<file path="config.mk">
export PLATFORM = sky130hd
export DESIGN_NAME = ctle_event_cfg
export DESIGN_NICKNAME = d
export VERILOG_FILES = /design/src/ctle_pkg.sv /design/src/ctle_event_cfg.sv
export SDC_FILE = /design/constraint.sdc
export NUM_CORES = 1
export LEC_CHECK = 0
export ABC_CLOCK_PERIOD_IN_PS = 9200
export BUFFER_PORTS_ARGS = -buffer_cell sky130_fd_sc_hd__buf_2
export CAP_MARGIN = 20
export CORE_MARGIN = 4
export CORE_UTILIZATION = 40
export DETAILED_ROUTE_END_ITERATION = 8
export GPL_TIMING_DRIVEN = 0
export SYNTH_ARGS = -nofsm -noshare
export SYNTH_HDL_FRONTEND = slang
export SYNTH_SLANG_ARGS = --single-unit
</file>
<file path="constraint.sdc">
create_clock -name clk -period 9.2 [get_ports clk]
set_clock_uncertainty 0.2 [all_clocks]
set_input_delay 0.92 -clock clk [delete_from_list [all_inputs] [get_ports clk]]
set_output_delay 0.92 -clock clk [all_outputs]
set_load 0.02 [all_outputs]
</file>
<file path="src/ctle_pkg.sv">
// Purpose: Shared constants and types for the capacitive touch low-power and event block.
// Assumes: 40 MHz clock, byte-wide registers on a plain strobe port.
// Notes:   Offsets of all registers are local choices.
package ctle_pkg;

    localparam int unsigned CLK_HZ = 40_000_000;
    localparam int unsigned US_PER_MS = 1000;
    localparam int unsigned CYC_PER_MS = CLK_HZ / 1000;

    // Register offsets.
    localparam logic [3:0] OFS_SCAN_INTERVAL = 4'h0;
    localparam logic [3:0] OFS_ELECTRODE_SEL = 4'h1;
    localparam logic [3:0] OFS_LP_THRESHOLD  = 4'h2;
    localparam logic [3:0] OFS_RESOLUTION    = 4'h3;
    localparam logic [3:0] OFS_EVENT_ENABLES = 4'h4;
    localparam logic [3:0] OFS_SYS_CONFIG    = 4'h5;
    localparam logic [3:0] OFS_REPEAT_PERIOD = 4'h6;
    localparam logic [3:0] OFS_REPEAT_DELAY  = 4'h7;
    localparam logic [3:0] OFS_CONTROL_TYPE  = 4'h8;
    localparam logic [3:0] OFS_IRQ_STATUS    = 4'h9;
    localparam logic [3:0] OFS_IRQ_MASK      = 4'ha;

    // Field positions.
    localparam int unsigned BIT_FIRST_TOUCH = 0;
    localparam int unsigned BIT_MOVEMENT    = 1;
    localparam int unsigned BIT_HOLD        = 2;
    localparam int unsigned BIT_REPEAT      = 3;
    localparam int unsigned BIT_RELEASE     = 4;
    localparam int unsigned BIT_LP_ENABLE   = 2;
    localparam int unsigned NUM_EVENTS      = 5;

    // Reset values and the valid resolution range.
    localparam logic [3:0] RST_SCAN_CODE  = 4'h0;
    localparam logic [6:0] RST_THRESHOLD  = 7'h10;
    localparam logic [3:0] RST_RESOLUTION = 4'h8;
    localparam logic [3:0] RES_MIN        = 4'h8;
    localparam logic [3:0] RES_MAX        = 4'hb;
    localparam logic [7:0] RST_REPEAT     = 8'h00;

    typedef enum logic [1:0] {CT_KEYPAD, CT_ROTARY, CT_SLIDER, CT_NONE} ctle_ctrl_t;

    // Scan period table in milliseconds, indexed by the interval code.
    typedef logic [9:0] ctle_ms_t;
    localparam ctle_ms_t SCAN_MS [16] = '{
        10'd1,   10'd5,   10'd10,  10'd15,  10'd20,  10'd30,  10'd40,  10'd50,
        10'd75,  10'd100, 10'd125, 10'd150, 10'd200, 10'd300, 10'd400, 10'd500};

    // Sensing results delivered each measurement.
    typedef struct packed {
        logic       meas_done;
        logic [3:0] touched;
        logic [3:0] position;
    } ctle_sense_t;

    // Register port request.
    typedef struct packed {
        logic       wr;
        logic       rd;
        logic [3:0] addr;
        logic [7:0] wdata;
    } ctle_req_t;

endpackage : ctle_pkg

</file>
<file path="src/ctle_event_cfg.sv">
// Purpose: Low-power scan configuration and capacitive event generation.
// Assumes: Sense inputs are on clk; host port is a plain strobe bus.
// Notes:   Resolution changes only take effect on the next reset.
//
// The address map and the address-and-strobe port were left to the implementer.
`timescale 1ns/1ps

// How it works
// (RULE1) The 4-bit scan code picks a fixed interval from 1 ms at code 0 up to 500 ms at code 15.
// (RULE2) Codes 4, 8, 12 and 13 give 20, 75, 200 and 300 ms.
// (RULE3) Software writes only listed codes into the scan interval field.
// (RULE4) Bits 1 to 0 pick the electrode scanned in shutdown while low-power enable is set.
// (RULE5) Bits 6 to 0 hold the threshold for the low-power electrode.
// (RULE6) Bits 3 to 0 set resolution, 8 to 11 valid and the rest reserved.
// (RULE7) A new resolution is used only after a reset.
// (RULE8) Event enable bits are interpreted per the configured control type.
// (RULE9) Enable bit 4 flags an event when every electrode is released.
// (RULE10) Enable bit 3 flags events at the repeat period while one electrode stays touched.
// (RULE11) Enable bit 2 flags one hold event after the repeat delay.
// (RULE12) Enable bit 1 flags an event when the rotary or slider position changes.
// (RULE13) Enable bit 0 flags an event on the first touch after all were released.
// (RULE14) While low-power enable is set no electrode is scanned in run mode, and it resets to 0.
// (RULE15) A repeat period of 1 to 255 repeats every that many measurements, 0 disables it.
// (RULE16) The repeat delay of 0 to 255 measurements must pass before repeats begin.
// (RULE17) Disabled conditions leave the event flag alone, and a set flag holds until acknowledged.
module ctle_event_cfg
    import ctle_pkg::*;
(
    input  wire logic        clk,          // 40 MHz clock.
    input  wire logic        rst_n,        // Synchronous reset, active low.
    input  wire logic        in_shutdown,  // Device is in shutdown mode.
    input  wire ctle_sense_t sense,        // Per-measurement touch results.
    input  wire ctle_req_t   req,          // Register access request.
    output logic       [7:0] rdata,        // Read data, one cycle after the read strobe.
    output logic             scan_run_en,  // Run-mode scanning allowed.
    output logic             lp_scan_en,   // Low-power single-electrode scanning active.
    output logic       [1:0] lp_electrode, // Electrode scanned in shutdown.
    output logic       [6:0] lp_threshold, // Threshold for the low-power electrode.
    output logic             lp_tick,      // One-cycle pulse at each low-power scan.
    output logic       [3:0] active_res,   // Resolution in use by sampling.
    output logic             cap_event,    // Sticky capacitive event flag.
    output logic             irq           // Level interrupt.
);

    // Register state. The hold and repeat counters are eight bits to match the byte-wide
    // delay and period settings; the low-power counter is sized for the longest interval.
    logic [3:0]            scan_code_q;
    logic [1:0]            lp_el_q;
    logic [6:0]            lp_thr_q;
    logic [3:0]            res_wr_q;
    logic [3:0]            res_act_q;
    logic [4:0]            ev_en_q;
    logic                  lp_en_q;
    logic [7:0]            rep_per_q;
    logic [7:0]            rep_dly_q;
    ctle_ctrl_t            ctrl_q;
    logic [NUM_EVENTS-1:0] irq_st_q;
    logic [NUM_EVENTS-1:0] irq_mask_q;
    logic [7:0]            rdata_q;
    logic                  cap_ev_q;
    logic [3:0]            touched_q;
    logic [3:0]            pos_q;
    logic [7:0]            hold_cnt_q;
    logic [7:0]            rep_cnt_q;
    logic                  hold_done_q;
    logic [27:0]           lp_cnt_q;

    // Address decode as named strobes. Writes to unmapped offsets match none of these and
    // are dropped, and reads of them fall through the read mux as zero, so software probing
    // an empty offset can never disturb the configuration.
    wire wr_scan  = req.wr && (req.addr == OFS_SCAN_INTERVAL);
    wire wr_el    = req.wr && (req.addr == OFS_ELECTRODE_SEL);
    wire wr_thr   = req.wr && (req.addr == OFS_LP_THRESHOLD);
    wire wr_res   = req.wr && (req.addr == OFS_RESOLUTION);
    wire wr_ev    = req.wr && (req.addr == OFS_EVENT_ENABLES);
    wire wr_sys   = req.wr && (req.addr == OFS_SYS_CONFIG);
    wire wr_per   = req.wr && (req.addr == OFS_REPEAT_PERIOD);
    wire wr_dly   = req.wr && (req.addr == OFS_REPEAT_DELAY);
    wire wr_ctl   = req.wr && (req.addr == OFS_CONTROL_TYPE);
    wire wr_mask  = req.wr && (req.addr == OFS_IRQ_MASK);
    wire rd_st    = req.rd && (req.addr == OFS_IRQ_STATUS);
    wire rd_ev    = req.rd && (req.addr == OFS_EVENT_ENABLES);

    // Reserved resolution codes are refused so sampling never sees them; a refused write
    // leaves the previously written value in place.
    wire res_ok   = (req.wdata[3:0] >= RES_MIN) && (req.wdata[3:0] <= RES_MAX); // RULE6

    // Low-power settings. The enable is cleared by every reset, so a device that resets
    // inside shutdown comes back scanning in run mode rather than sitting on one electrode
    // with the run scan blocked.
    always_ff @(posedge clk)
    begin
        if (!rst_n)
        begin
            scan_code_q <= RST_SCAN_CODE;
            lp_el_q     <= '0;
            lp_thr_q    <= RST_THRESHOLD;
            lp_en_q     <= 1'b0; // RULE14
        end
        else
        begin
            if (wr_scan) scan_code_q <= req.wdata[3:0]; // RULE1
            if (wr_el)   lp_el_q     <= req.wdata[1:0]; // RULE4
            if (wr_thr)  lp_thr_q    <= req.wdata[6:0]; // RULE5
            if (wr_sys)  lp_en_q     <= req.wdata[BIT_LP_ENABLE]; // RULE14
        end
    end

    // Event settings. Enables, repeat timing and control type are plain storage; how a bit
    // is read depends on the control type, which the condition logic below applies.
    always_ff @(posedge clk)
    begin
        if (!rst_n)
        begin
            ev_en_q    <= '0;
            rep_per_q  <= RST_REPEAT;
            rep_dly_q  <= RST_REPEAT;
            ctrl_q     <= CT_KEYPAD;
            irq_mask_q <= '0;
        end
        else
        begin
            if (wr_ev)   ev_en_q    <= req.wdata[NUM_EVENTS-1:0];
            if (wr_per)  rep_per_q  <= req.wdata; // RULE15
            if (wr_dly)  rep_dly_q  <= req.wdata; // RULE16
            if (wr_ctl)  ctrl_q     <= ctle_ctrl_t'(req.wdata[1:0]); // RULE8
            if (wr_mask) irq_mask_q <= req.wdata[NUM_EVENTS-1:0];
        end
    end

    // The written resolution survives reset; the active copy loads only at reset, so
    // sampling never sees a resolution change in mid-measurement. The written copy has no
    // reset of its own and is unknown until software first writes it: software must write a
    // valid code and then reset before the value in use can be trusted.
    always_ff @(posedge clk)
    begin
        if (!rst_n)
            res_act_q <= res_wr_q; // RULE7
        else if (wr_res && res_ok)
            res_wr_q <= req.wdata[3:0];
    end

    // Low-power scan interval counter, reloaded from the period table. It is held at zero
    // outside low-power shutdown, so the first scan starts at once on entry. A new code takes
    // effect at once in the running interval; a code that shortens the interval below the
    // current count wraps at the next cycle. The 28-bit count covers the 500 ms maximum.
    wire [27:0] lp_reload = 28'(SCAN_MS[scan_code_q]) * 28'(CYC_PER_MS); // RULE1 RULE2
    wire        lp_active = lp_en_q && in_shutdown; // RULE4
    always_ff @(posedge clk)
    begin
        if (!rst_n || !lp_active)
            lp_cnt_q <= '0;
        else if (lp_cnt_q >= lp_reload - 28'd1)
            lp_cnt_q <= '0;
        else
            lp_cnt_q <= lp_cnt_q + 28'd1;
    end

    // Measurement-level conditions, all qualified by the measurement strobe. Touch and
    // release look at the whole control; movement only means something on a rotary or
    // slider, where the position field is valid, so a keypad never reports it.
    wire any_now   = |sense.touched;
    wire any_prev  = |touched_q;
    wire m         = sense.meas_done;
    wire positional = (ctrl_q == CT_ROTARY) || (ctrl_q == CT_SLIDER); // RULE8
    wire same_key  = any_now && (sense.touched == touched_q);
    wire c_touch   = m && any_now && !any_prev; // RULE13
    wire c_release = m && !any_now && any_prev; // RULE9
    wire c_move    = m && positional && any_now && any_prev
                     && (sense.position != pos_q); // RULE12 RULE8

    // Hold and repeat timing. Both demand the very same touched set, so sliding a finger
    // onto a neighbour restarts the timing; a repeat period of zero keeps repeats off.
    wire hold_hit  = m && same_key && !hold_done_q && (hold_cnt_q >= rep_dly_q); // RULE16
    wire c_hold    = hold_hit && (ctrl_q == CT_KEYPAD || positional); // RULE11
    wire c_repeat  = m && same_key && hold_done_q && (rep_per_q != 8'h00)
                     && (rep_cnt_q + 8'd1 >= rep_per_q); // RULE10 RULE15

    // Conditions laid out at the bit positions of the enable register; each one only counts
    // when its enable bit is set, so a disabled condition leaves every flag untouched.
    logic [NUM_EVENTS-1:0] cond;
    assign cond[BIT_FIRST_TOUCH] = c_touch;   // RULE13
    assign cond[BIT_MOVEMENT]    = c_move;    // RULE12
    assign cond[BIT_HOLD]        = c_hold;    // RULE11
    assign cond[BIT_REPEAT]      = c_repeat;  // RULE10
    assign cond[BIT_RELEASE]     = c_release; // RULE9
    wire [NUM_EVENTS-1:0] hit  = cond & ev_en_q; // RULE17

    // Touch history, updated once per measurement. The previous set and position are what
    // touch, release and movement compare against.
    always_ff @(posedge clk)
    begin
        if (!rst_n)
        begin
            touched_q <= '0;
            pos_q     <= '0;
        end
        else if (m)
        begin
            touched_q <= sense.touched;
            pos_q     <= sense.position;
        end
    end

    // Hold counter: counts measurements with an unchanged touched set and saturates, so a
    // long press can never wrap round and fire a second hold event.
    wire restart = m && !same_key;
    always_ff @(posedge clk)
    begin
        if (!rst_n || restart)
        begin
            hold_cnt_q  <= '0;
            hold_done_q <= 1'b0;
        end
        else if (m && !hold_done_q)
        begin
            hold_done_q <= hold_hit; // RULE11
            if (hold_cnt_q != 8'hff)
                hold_cnt_q <= hold_cnt_q + 8'd1; // RULE16
        end
    end

    // Repeat counter: runs only after the hold point and restarts at every repeat event,
    // so the spacing between repeats is exactly the programmed period.
    always_ff @(posedge clk)
    begin
        if (!rst_n || restart)
            rep_cnt_q <= '0;
        else if (m && hold_done_q)
            rep_cnt_q <= c_repeat ? 8'h00 : rep_cnt_q + 8'd1; // RULE15
    end

    // Sticky flag: set wins over the acknowledge made by reading the enables register.
    // A read landing in the same cycle as a new event must not swallow that event; the
    // flag then stays up and the next read clears it.
    always_ff @(posedge clk)
    begin
        if (!rst_n)
            cap_ev_q <= 1'b0;
        else if (|hit)
            cap_ev_q <= 1'b1; // RULE9 RULE10 RULE11 RULE12 RULE13
        else if (rd_ev)
            cap_ev_q <= 1'b0; // RULE17
    end

    // One sticky status bit per event kind, cleared by reading the status register. A new
    // hit in the same cycle as the read wins, so no event is lost to a badly timed read;
    // the bits are set independently, but one status read clears every kind not hit in that cycle.
    generate
        for (genvar ev = 0; ev < NUM_EVENTS; ev++)
        begin : g_status
            always_ff @(posedge clk)
            begin
                if (!rst_n)
                    irq_st_q[ev] <= 1'b0;
                else if (hit[ev])
                    irq_st_q[ev] <= 1'b1;
                else if (rd_st)
                    irq_st_q[ev] <= 1'b0;
            end
        end
    endgenerate

    // Read mux; unmapped offsets and reserved bits read as zero. The resolution offset
    // returns the written value, which may differ from the one in use until the next reset.
    logic [7:0] rd_mux;
    always_comb
    begin
        rd_mux = 8'h00;
        case (req.addr)
            OFS_SCAN_INTERVAL: rd_mux = {4'h0, scan_code_q};
            OFS_ELECTRODE_SEL: rd_mux = {6'h00, lp_el_q};
            OFS_LP_THRESHOLD:  rd_mux = {1'b0, lp_thr_q};
            OFS_RESOLUTION:    rd_mux = {4'h0, res_wr_q};
            OFS_EVENT_ENABLES: rd_mux = {cap_ev_q, 2'b00, ev_en_q};
            OFS_SYS_CONFIG:    rd_mux = {5'h00, lp_en_q, 2'b00};
            OFS_REPEAT_PERIOD: rd_mux = rep_per_q;
            OFS_REPEAT_DELAY:  rd_mux = rep_dly_q;
            OFS_CONTROL_TYPE:  rd_mux = {6'h00, ctrl_q};
            OFS_IRQ_STATUS:    rd_mux = {3'b000, irq_st_q};
            OFS_IRQ_MASK:      rd_mux = {3'b000, irq_mask_q};
            default:           rd_mux = 8'h00;
        endcase
    end

    // Read data stand for exactly the cycle after the read strobe and are zero otherwise,
    // so a stale value can never be mistaken for an answer.
    always_ff @(posedge clk)
    begin
        if (!rst_n)
            rdata_q <= 8'h00;
        else
            rdata_q <= req.rd ? rd_mux : 8'h00;
    end

    // Outputs. The interrupt is a plain level from registers: it stays high until software
    // reads the status register or masks the pending kinds, and it never pulses on its own.
    assign rdata        = rdata_q;
    assign scan_run_en  = !lp_en_q; // RULE14
    assign lp_scan_en   = lp_active;
    assign lp_electrode = lp_el_q; // RULE4
    assign lp_threshold = lp_thr_q; // RULE5
    assign lp_tick      = lp_active && (lp_cnt_q == '0);
    assign active_res   = res_act_q; // RULE7
    assign cap_event    = cap_ev_q;
    assign irq          = |(irq_st_q & irq_mask_q);

endmodule : ctle_event_cfg

</file>
* Yosys cells after proc, flatten, opt, wreduce, memory -nomap -nowiden *
Memories as Yosys holds them, arrays and structs flattened.
Cells that the tools add are included.

word-level totals
  bits in registers = 117
  bits in latches = 0
  RAM bits = 0
  bits in read-only memories = 160
  input port bits = 26
  memories kept = 1

cells by class
  add/sub/neg operators = 4
  multiply operators = 1
  divide/modulo/power cells = 0
  order comparisons = 6
  eq/ne operators = 15
  shifts and indexed selects = 0
  muxes and demuxes = 12
  bitwise gates (word level) = 3
  reductions and logical operators = 64

memory list
  name              words  bits a word  rd ports  clocked after memory_dff  wr ports  line                   text
  (name not given)  16     10           1         0                         0         ctle_event_cfg.sv:147  wire [27:0] lp_reload = 28'(SCAN_MS[scan_code_q]) * 28'(CYC_PER_MS);

operator list
  cell                    count
  $pmux 8 s11             1
  $logic_and 1x1->1       35
  $add 28x1->28 const B   1
  $ge 28x28->1            1
  $logic_not 28->1        1
  $sub 26x1->27 const B   1
  $mul 10x10->20 const B  1
  $mux 10                 2
  $add 8x1->8 const B     2
  $eq 4x3->1 const B      4
  $ge 8x8->1              2
  $eq 4x4->1 const B      3
  $reduce_bool 2->1       6
  $and 5x5->5             2
  $reduce_or 5->1         2
  $eq 4x2->1 const B      2
  $mux 1                  8
  $mux 8                  1
  $ne 8x8->1 const B      1
  $reduce_bool 8->1       1
  $reduce_or 4->1         2
  $logic_not 1->1         7
  $reduce_and 2->1        3
  $ge 5x5->1 const B      1
  12 further kinds        15

* Longest topological paths before layout *
Gate-level depths: netlist of run 1.

  depth after elaboration = 9
  gate-level depth with buffers = 31
  gate-level depth less buffers = 28

* Worst setup path before layout of run 1 *
No wires, ideal clock.

  path type = register to register
  start point = register scan_code_q[0]
  end point = register lp_cnt_q[10]
  library setup time = 0.064 ns
  data arrival time = 6.501 ns
  data required time = 8.936 ns
  slack = 2.435 ns
  cell stages (with the launch flop) = 31
  buffers on the path = 2
  period minus slack after synthesis = 6.765 ns
  cells stage by stage = dfxtp_1 > buf_2 > inv_1 > ha_1 > o21ai_0 > nor2_1 > a21oi_1 > inv_1 > ha_1 > ha_1 > a21o_1 > ha_1 > ha_1 > fa_1 > ha_1 > a21oi_4 > o221ai_2 > nor3b_4 > nand4b_2 > nor4_4 > nand4_1 > mux2i_1 > ha_1 > a21oi_1 > nor2b_1 > o21ai_0 > nand4b_1 > nor3_2 > clkbuf_1 > nand2_1 > nor2_1

between the ends
  cells in the longest elaborated chain, start to end = 8

ends and longest elaborated chain
  what                                        line                   text
  from (decl)                                 ctle_event_cfg.sv:47   logic [3:0] scan_code_q;
  from (signal assigned)                      ctle_event_cfg.sv:102  if (wr_scan) scan_code_q <= req.wdata[3:0];
  $not 4->5 (implied by the code)             ctle_event_cfg.sv:147
  $mem_v2 16x10                               -
  $mux 10 (implied by the code) (2 in a row)  ctle_event_cfg.sv:147
  $mul 10x10->20                              ctle_event_cfg.sv:147
  $sub 26x1->27                               ctle_event_cfg.sv:153  else if (lp_cnt_q >= lp_reload - 28'd1)
  $ge 28x28->1                                ctle_event_cfg.sv:153
  $reduce_or 2->1 (no line)                   -
  to (signal assigned)                        ctle_event_cfg.sv:156  lp_cnt_q <= lp_cnt_q + 28'd1;
  to (decl)                                   ctle_event_cfg.sv:66   logic [27:0] lp_cnt_q;

Every way passes these cells. The select of a mux whose other input is x is not followed.
A chain may end at the register's enable or synchronous reset.

* Worst setup path in the final report of run 1 *
  start point = register scan_code_q[0]
  end point = register lp_cnt_q[22]

The elaborated chain is that of the path after synthesis.

==> impl_metrics.yaml, run 1 <==
timing:
  period_minus_slack_ps: 7970
  post-route-period-util_pct: 86.6
  worst_slack_ps: 1230
  final-setup-viol-count: 0
  tns_ps: 0
  rsz0062_at_grt: "no"
  finalMaxSlewViolations: 0
  max_freq_mhz: 126
  hold_viol_final: 0
  whs_ps: 259
  maxSlewHeadroom_pct: 43.9
  worst_pin_slew_ps: 841
synthesis:
  yosysTopAreaCell: "dfxtp_1"
  syn_inst: 970
  synth_enable_flop_cells: 8
  synth_area_um2: 8380
  synth_common_cells: "nor2_1, dfxtp_1, ha_1"
  synth_fp_nets: 1107
  ys.flop_type: "dfxtp_1"
  synth.avg_cell_area_um2: 8.64
  ys_warn_count: 0
  yosysMostFrequentCell: "nor2_1"
  synth_area_leaders: "dfxtp_1, ha_1, mux2i_1"
  async_flop_share_pct: 0
  yosysUniqueCellTypes: 78
  ys_ff_latch: 117
  synth.yosys.seq_area_share_pct: 28.9
  synth_top_area_share_pct: 26.0
route:
  finalWirelength_um: 20900
  avgViaCountPerCell: 5.27
  via_count: 6952
  drtIter0Drc: 421
  remaining_drc_errors: 0
  drtAntennaViolNets: 0
  wl_per_cell_um: 15.9
  drtPass1Iterations: 6
global_route:
  grt_max_degree: 17
  grt_pass1_vias: 6673
  grt_pass1_wl_um: 34300
  antenna_found_initial: 0
  grt_overflow: 0
  grt_usage_pct: 17.9
worst_setup_path:
  cp_max_fo: 10
  path_common_cell: "ha_1"
  required_ps: 9360
  critPathCaptureType: "register"
  start_kind: "register"
  critical_path_class: "reg2reg"
  crit_path_top_delay_cell: "a21oi_1"
  worst_ep_arrival_time_ps: 8130
  slowest_delay_ps: 610
flow_run:
  drv_cap: 0
clock_tree:
  cts_tree: "done"
  cts_hold_buffers: 0
  clockRootBuffer: "clkbuf_16"
  cts_resized: 0
  cts.clk_slew.worst_paths_ps: 60
  clock_path_buffers: 2
  post_cts_buffers: 0
  clk_latency_ps: 430
  cts_sinks: 117
  h-tree-depth: 4
  cts_buffers: 17
pwr:
  ir_drop_mv: 0.131
  p_per_area_nw_per_um2: 132
  p_leak_nw: 4.19
  finalPower_w: 0.00125
placement:
  placement.io_buffers: 46
  gp_congestion: 0.863
  dp_hpwl_um: 16000
  dp_slack_ps: 1290
floorplan:
  die_w_um: 153
  die_y_um: 153
  pin_count: 52
  core_um2: 20400
  die-area_um2: 23300
  rows: 52
  start_util_pct: 41.0
layout:
  fillers: 2064
  multiInputGateArea_um2: 5550
  drive_gt1_share_pct: 11.1
  syn2layout_area_growth_pct: 13.2
  final_nets: 1172
  seq_area_um2: 2420
  utilization_pct: 46.5
run_status:
  status: "finished clean"
worst_hold_path:
  min_path_type: "reg2reg"
==> sequential cells by signal, indices dropped and copies added (netlist names), 2 cells and up <==
name          cells
lp_cnt_q         28
hold_cnt_q        8
rdata             8
rep_cnt_q         8
rep_dly_q         8
rep_per_q         8
lp_threshold      7
ev_en_q           5
irq_mask_q        5
irq_st_q          5
active_res        4
pos_q             4
res_wr_q          4
scan_code_q       4
touched_q         4
ctrl_q            2
lp_electrode      2
==> per-layer routing <==
metal	global-route usage, %	vias up	part of all wire, %
met3	3.72	40	4.5
li1	-	3553	-
met4	6.24	0	2.2
met2	30.1	159	47
met5	0	-	0
met1	23.0	3200	46
==> cells by family (layout without fill, tap and decap cells) <==
kind of cell | count (synthesis) | after routing | synth area share (%)
xor gates and xnor gates | 77 | 77 | 8.04
adders and majority gates | 111 | 111 | 17.6
and+or+nand+nor | 366 | 366 | 21.4
AOI/OAI and AO/OA | 144 | 144 | 11.9
DFF | 117 | 117 | 28.9
other | 0 | 1 | 0
buffers and inverters | 98 | 175 | 4.87
muxes | 57 | 57 | 7.19
==> final timing paths <==
path / cells after the start / startpoint / slack [ps] / end
hold / removal: 0 / res_wr_q[0] / 260 / active_res[0]
setup / recovery: 30 / scan_code_q[0] / 1230 / lp_cnt_q[22]
setup reg to reg: 30 / scan_code_q[0] / 1230 / lp_cnt_q[22]
hold reg to reg: 0 / res_wr_q[0] / 260 / active_res[0]
==> critical path: cells and delay by family (launching register included) <==
family / cells / cell delay (ps)
AND/OR/NAND/NOR: 10 / 1930
AO/OA/AOI/OAI: 7 / 1710
flip-flops: 1 / 330
adder cells (fa/ha/maj): 8 / 2620
buffers and inverters: 4 / 880
multiplexers: 1 / 240
==> power by group <==
part	internal, W	switching, W	leakage (nW)
Sequential	0.000518	0.00000506	0.956
Combinational	0.0000450	0.0000752	2.98
Clock	0.000357	0.000250	0.255
Total	0.000920	0.000330	4.19
==> per-stage QoR <==
| step | cell area (um2) | instances |
|---|---|---|
| 6_report | 9490 | 1318 |
| 4_1_cts | 9490 | 1317 |
| 5_1_grt | 9490 | 1317 |
| 2_1_floorplan | 8380 | 970 |
| 3_3_place_gp | 8950 | 1286 |
| 3_5_place_dp | 8950 | 1286 |
==> cells in the final DEF (no fill, tap or decap), types with 17 or more instances in the layout <==
cell and n:
dfxtp_1 109, clkbuf_1 22, o21ai_0 19, a21oi_1 46, xnor2_1 47, nand4_1 17
inv_1 60, nor3_1 18, ha_1 99, xor2_1 30, clkbuf_16 17, nand2_1 84
nand3_1 43, mux2i_1 49, buf_2 52, nor2_1 122
==> layout make-up <==
cell class | instances | area share, %
inverter | 61 | 2.41
tap | 270 | 3.56
timing repair buffer | 46 | 2.43
buffer | 37 | 1.89
clock buffer | 20 | 4.81
clock inverter | 11 | 0.844
multi-input combinational | 755 | 58.5
sequential | 117 | 25.5
antenna | 1 | 0.0264
Note: power is estimated with default switching activity, not from simulation.
==> inputs of run 2 (changes only) <==
--- a/config.mk
+++ b/config.mk
@@ -8,8 +8,10 @@
 export ABC_CLOCK_PERIOD_IN_PS = 9200
 export BUFFER_PORTS_ARGS = -buffer_cell sky130_fd_sc_hd__buf_2
 export CAP_MARGIN = 20
+export CORE_ASPECT_RATIO = 1.25
 export CORE_MARGIN = 4
 export CORE_UTILIZATION = 40
+export CTS_CLUSTER_DIAMETER = 120
 export DETAILED_ROUTE_END_ITERATION = 8
 export GPL_TIMING_DRIVEN = 0
 export SYNTH_ARGS = -nofsm -noshare
==> run 2 against run 1 <==
Sequential cell count did not move. Largest power group unchanged. Final cell count is the same. Final area rose by 0.38%. Worst setup slack improved by 140 ps. Fmax up 1.8%. Critical path depth is the same.
==> impl_metrics.yaml, run 2 (synthesis gave the netlist of run 1 again) <==
run_status:
  status: "finished clean"
worst_setup_path:
  reg2reg_to: "lp_cnt_q[9]"
  required_ps: 9360
  critPathBufInv: 4
  crit_family: "adder cells"
  critical_path_class: "reg2reg"
  cp_max_fo: 10
  r2r-start: "scan_code_q[0]"
  worst_ep_arrival_time_ps: 7990
  reg2reg_slack_ps: 1370
  crit_path_top_delay_cell: "a21oi_1"
  reg2regPathDepth: 30
  critPathCaptureType: "register"
  slowest_delay_ps: 600
  start_kind: "register"
  path_common_cell: "ha_1"
route:
  finalWirelength_um: 20800
  wl_per_cell_um: 15.8
  via_count: 6990
  drtPass1Iterations: 6
  drtAntennaViolNets: 0
  avgViaCountPerCell: 5.30
  remaining_drc_errors: 0
  drtIter0Drc: 293
global_route:
  grt_pass1_wl_um: 34700
  grt_usage_pct: 18.7
  grt_pass1_vias: 6989
  antenna_found_initial: 0
  grt_overflow: 0
  grt_max_degree: 17
worst_hold_path:
  hold_depth: 0
  worstHoldStart: "res_wr_q[0]"
  min_path_type: "reg2reg"
  whs_endpoint: "active_res[0]"
clock_tree:
  cts.clk_slew.worst_paths_ps: 60
  h-tree-depth: 4
  post_cts_buffers: 0
  cts_hold_buffers: 0
  cts_tree: "done"
  cts_resized: 0
  clock_path_buffers: 2
  clockRootBuffer: "clkbuf_16"
  cts_buffers: 17
  cts_sinks: 117
  clk_latency_ps: 430
floorplan:
  pin_count: 52
  rows: 58
  start_util_pct: 41.1
  die_w_um: 137
  die-area_um2: 23400
  core_um2: 20400
  die_y_um: 170
layout:
  final_cell_mix: "nor2_1, dfxtp_1, ha_1"
  drive_gt1_share_pct: 11.2
  final_cell_area_um2: 9530
  largest_register: "lp_cnt_q"
  layout_commonest_cell: "nor2_1"
  syn2layout_area_growth_pct: 13.6
  largest_reg_flops: 28
  antennaDiodeCount: 0
  final_nets: 1172
timing:
  period_minus_slack_ps: 7830
  hold_viol_final: 0
  post-route-period-util_pct: 85.1
  final-setup-viol-count: 0
  maxSlewHeadroom_pct: 40.9
  max_freq_mhz: 128
  rsz0062_at_grt: "no"
  tns_ps: 0
  finalMaxSlewViolations: 0
  worst_pin_slew_ps: 886
  whs_ps: 245
pwr:
  p_per_area_nw_per_um2: 135
  p_leak_nw: 4.21
  ir_drop_mv: 0.133
flow_run:
  drv_cap: 0
placement:
  gp_congestion: 0.930
  placed_area_um2: 8950
  dp_hpwl_um: 16300
  placement.io_buffers: 46
==> run 2: cell types whose count changed in the layout (fill, tap and decap cells not counted), sizes merged <==
cell	change
clkinvlp	-2
bufinv	+2
inv	-1
diode	-1
clkbuf	-1
clkinv	+3
==> run 2: area by class of cell <==
| cell class | instances | area [um2] |
|---|---|---|
| Fill cell | 2035 | 10900 |
| Multi-Input combinational cell | 755 | 5550 |
| Sequential cell | 117 | 2420 |
| Clock buffer | 19 | 443 |
| Tap cell | 270 | 338 |
| Timing Repair Buffer | 46 | 230 |
| Inverter | 61 | 229 |
| Buffer | 37 | 179 |
| Clock inverter | 13 | 133 |
==> run 2: metal layers <==
metal  up-vias  wire length, um  global-route usage (%)
li1       3543                -                       -
met3        44              787                    3.67
met1      3255             9030                    22.3
met2       148            10300                    32.3
met4         0              689                    8.38
met5         -                0                       0
==> run 2: worst register-to-register path: cells and delay by family (launching register included) <==
kind	cells	cell delay (ps)
compound gates	7	1650
fa+ha+maj	8	2620
flops	1	320
simple gates	10	1900
buf+inv	4	880
mux	1	230
==> run 2: where the power goes <==
part / internal (W) / switching [W] / leakage, nW
clock: 0.000403 / 0.000244 / 0.283
sequential: 0.000518 / 0.00000531 / 0.956
combinational: 0.0000450 / 0.0000744 / 2.98
total: 0.000967 / 0.000324 / 4.21
==> run 2: worst max path at each step <==
stage / from / end / cells past startpoint / slack [ps]
2_1_floorplan: scan_code_q[0] / lp_cnt_q[10] / 30 / 2440
3_3_place_gp: scan_code_q[0] / lp_cnt_q[14] / 30 / 1340
3_5_place_dp: scan_code_q[0] / lp_cnt_q[9] / 30 / 1370
4_1_cts: scan_code_q[0] / lp_cnt_q[9] / 30 / 1300
5_1_grt: scan_code_q[1] / lp_cnt_q[18] / 30 / 590
6_report: scan_code_q[0] / lp_cnt_q[9] / 30 / 1370
==> run 2: through the flow <==
step / setup WS, ps / std cells / utilization (%) / total power (W)
2_1_floorplan: 2440 / 970 / - / 0.000618
5_1_grt: 592 / 1318 / 46.7 / 0.00135
6_report: 1370 / 1318 / 46.7 / 0.00129
3_3_place_gp: 1340 / 1286 / 43.9 / 0.000652
4_1_cts: 1300 / 1318 / 46.7 / 0.00130
3_5_place_dp: 1370 / 1286 / 43.9 / 0.000654
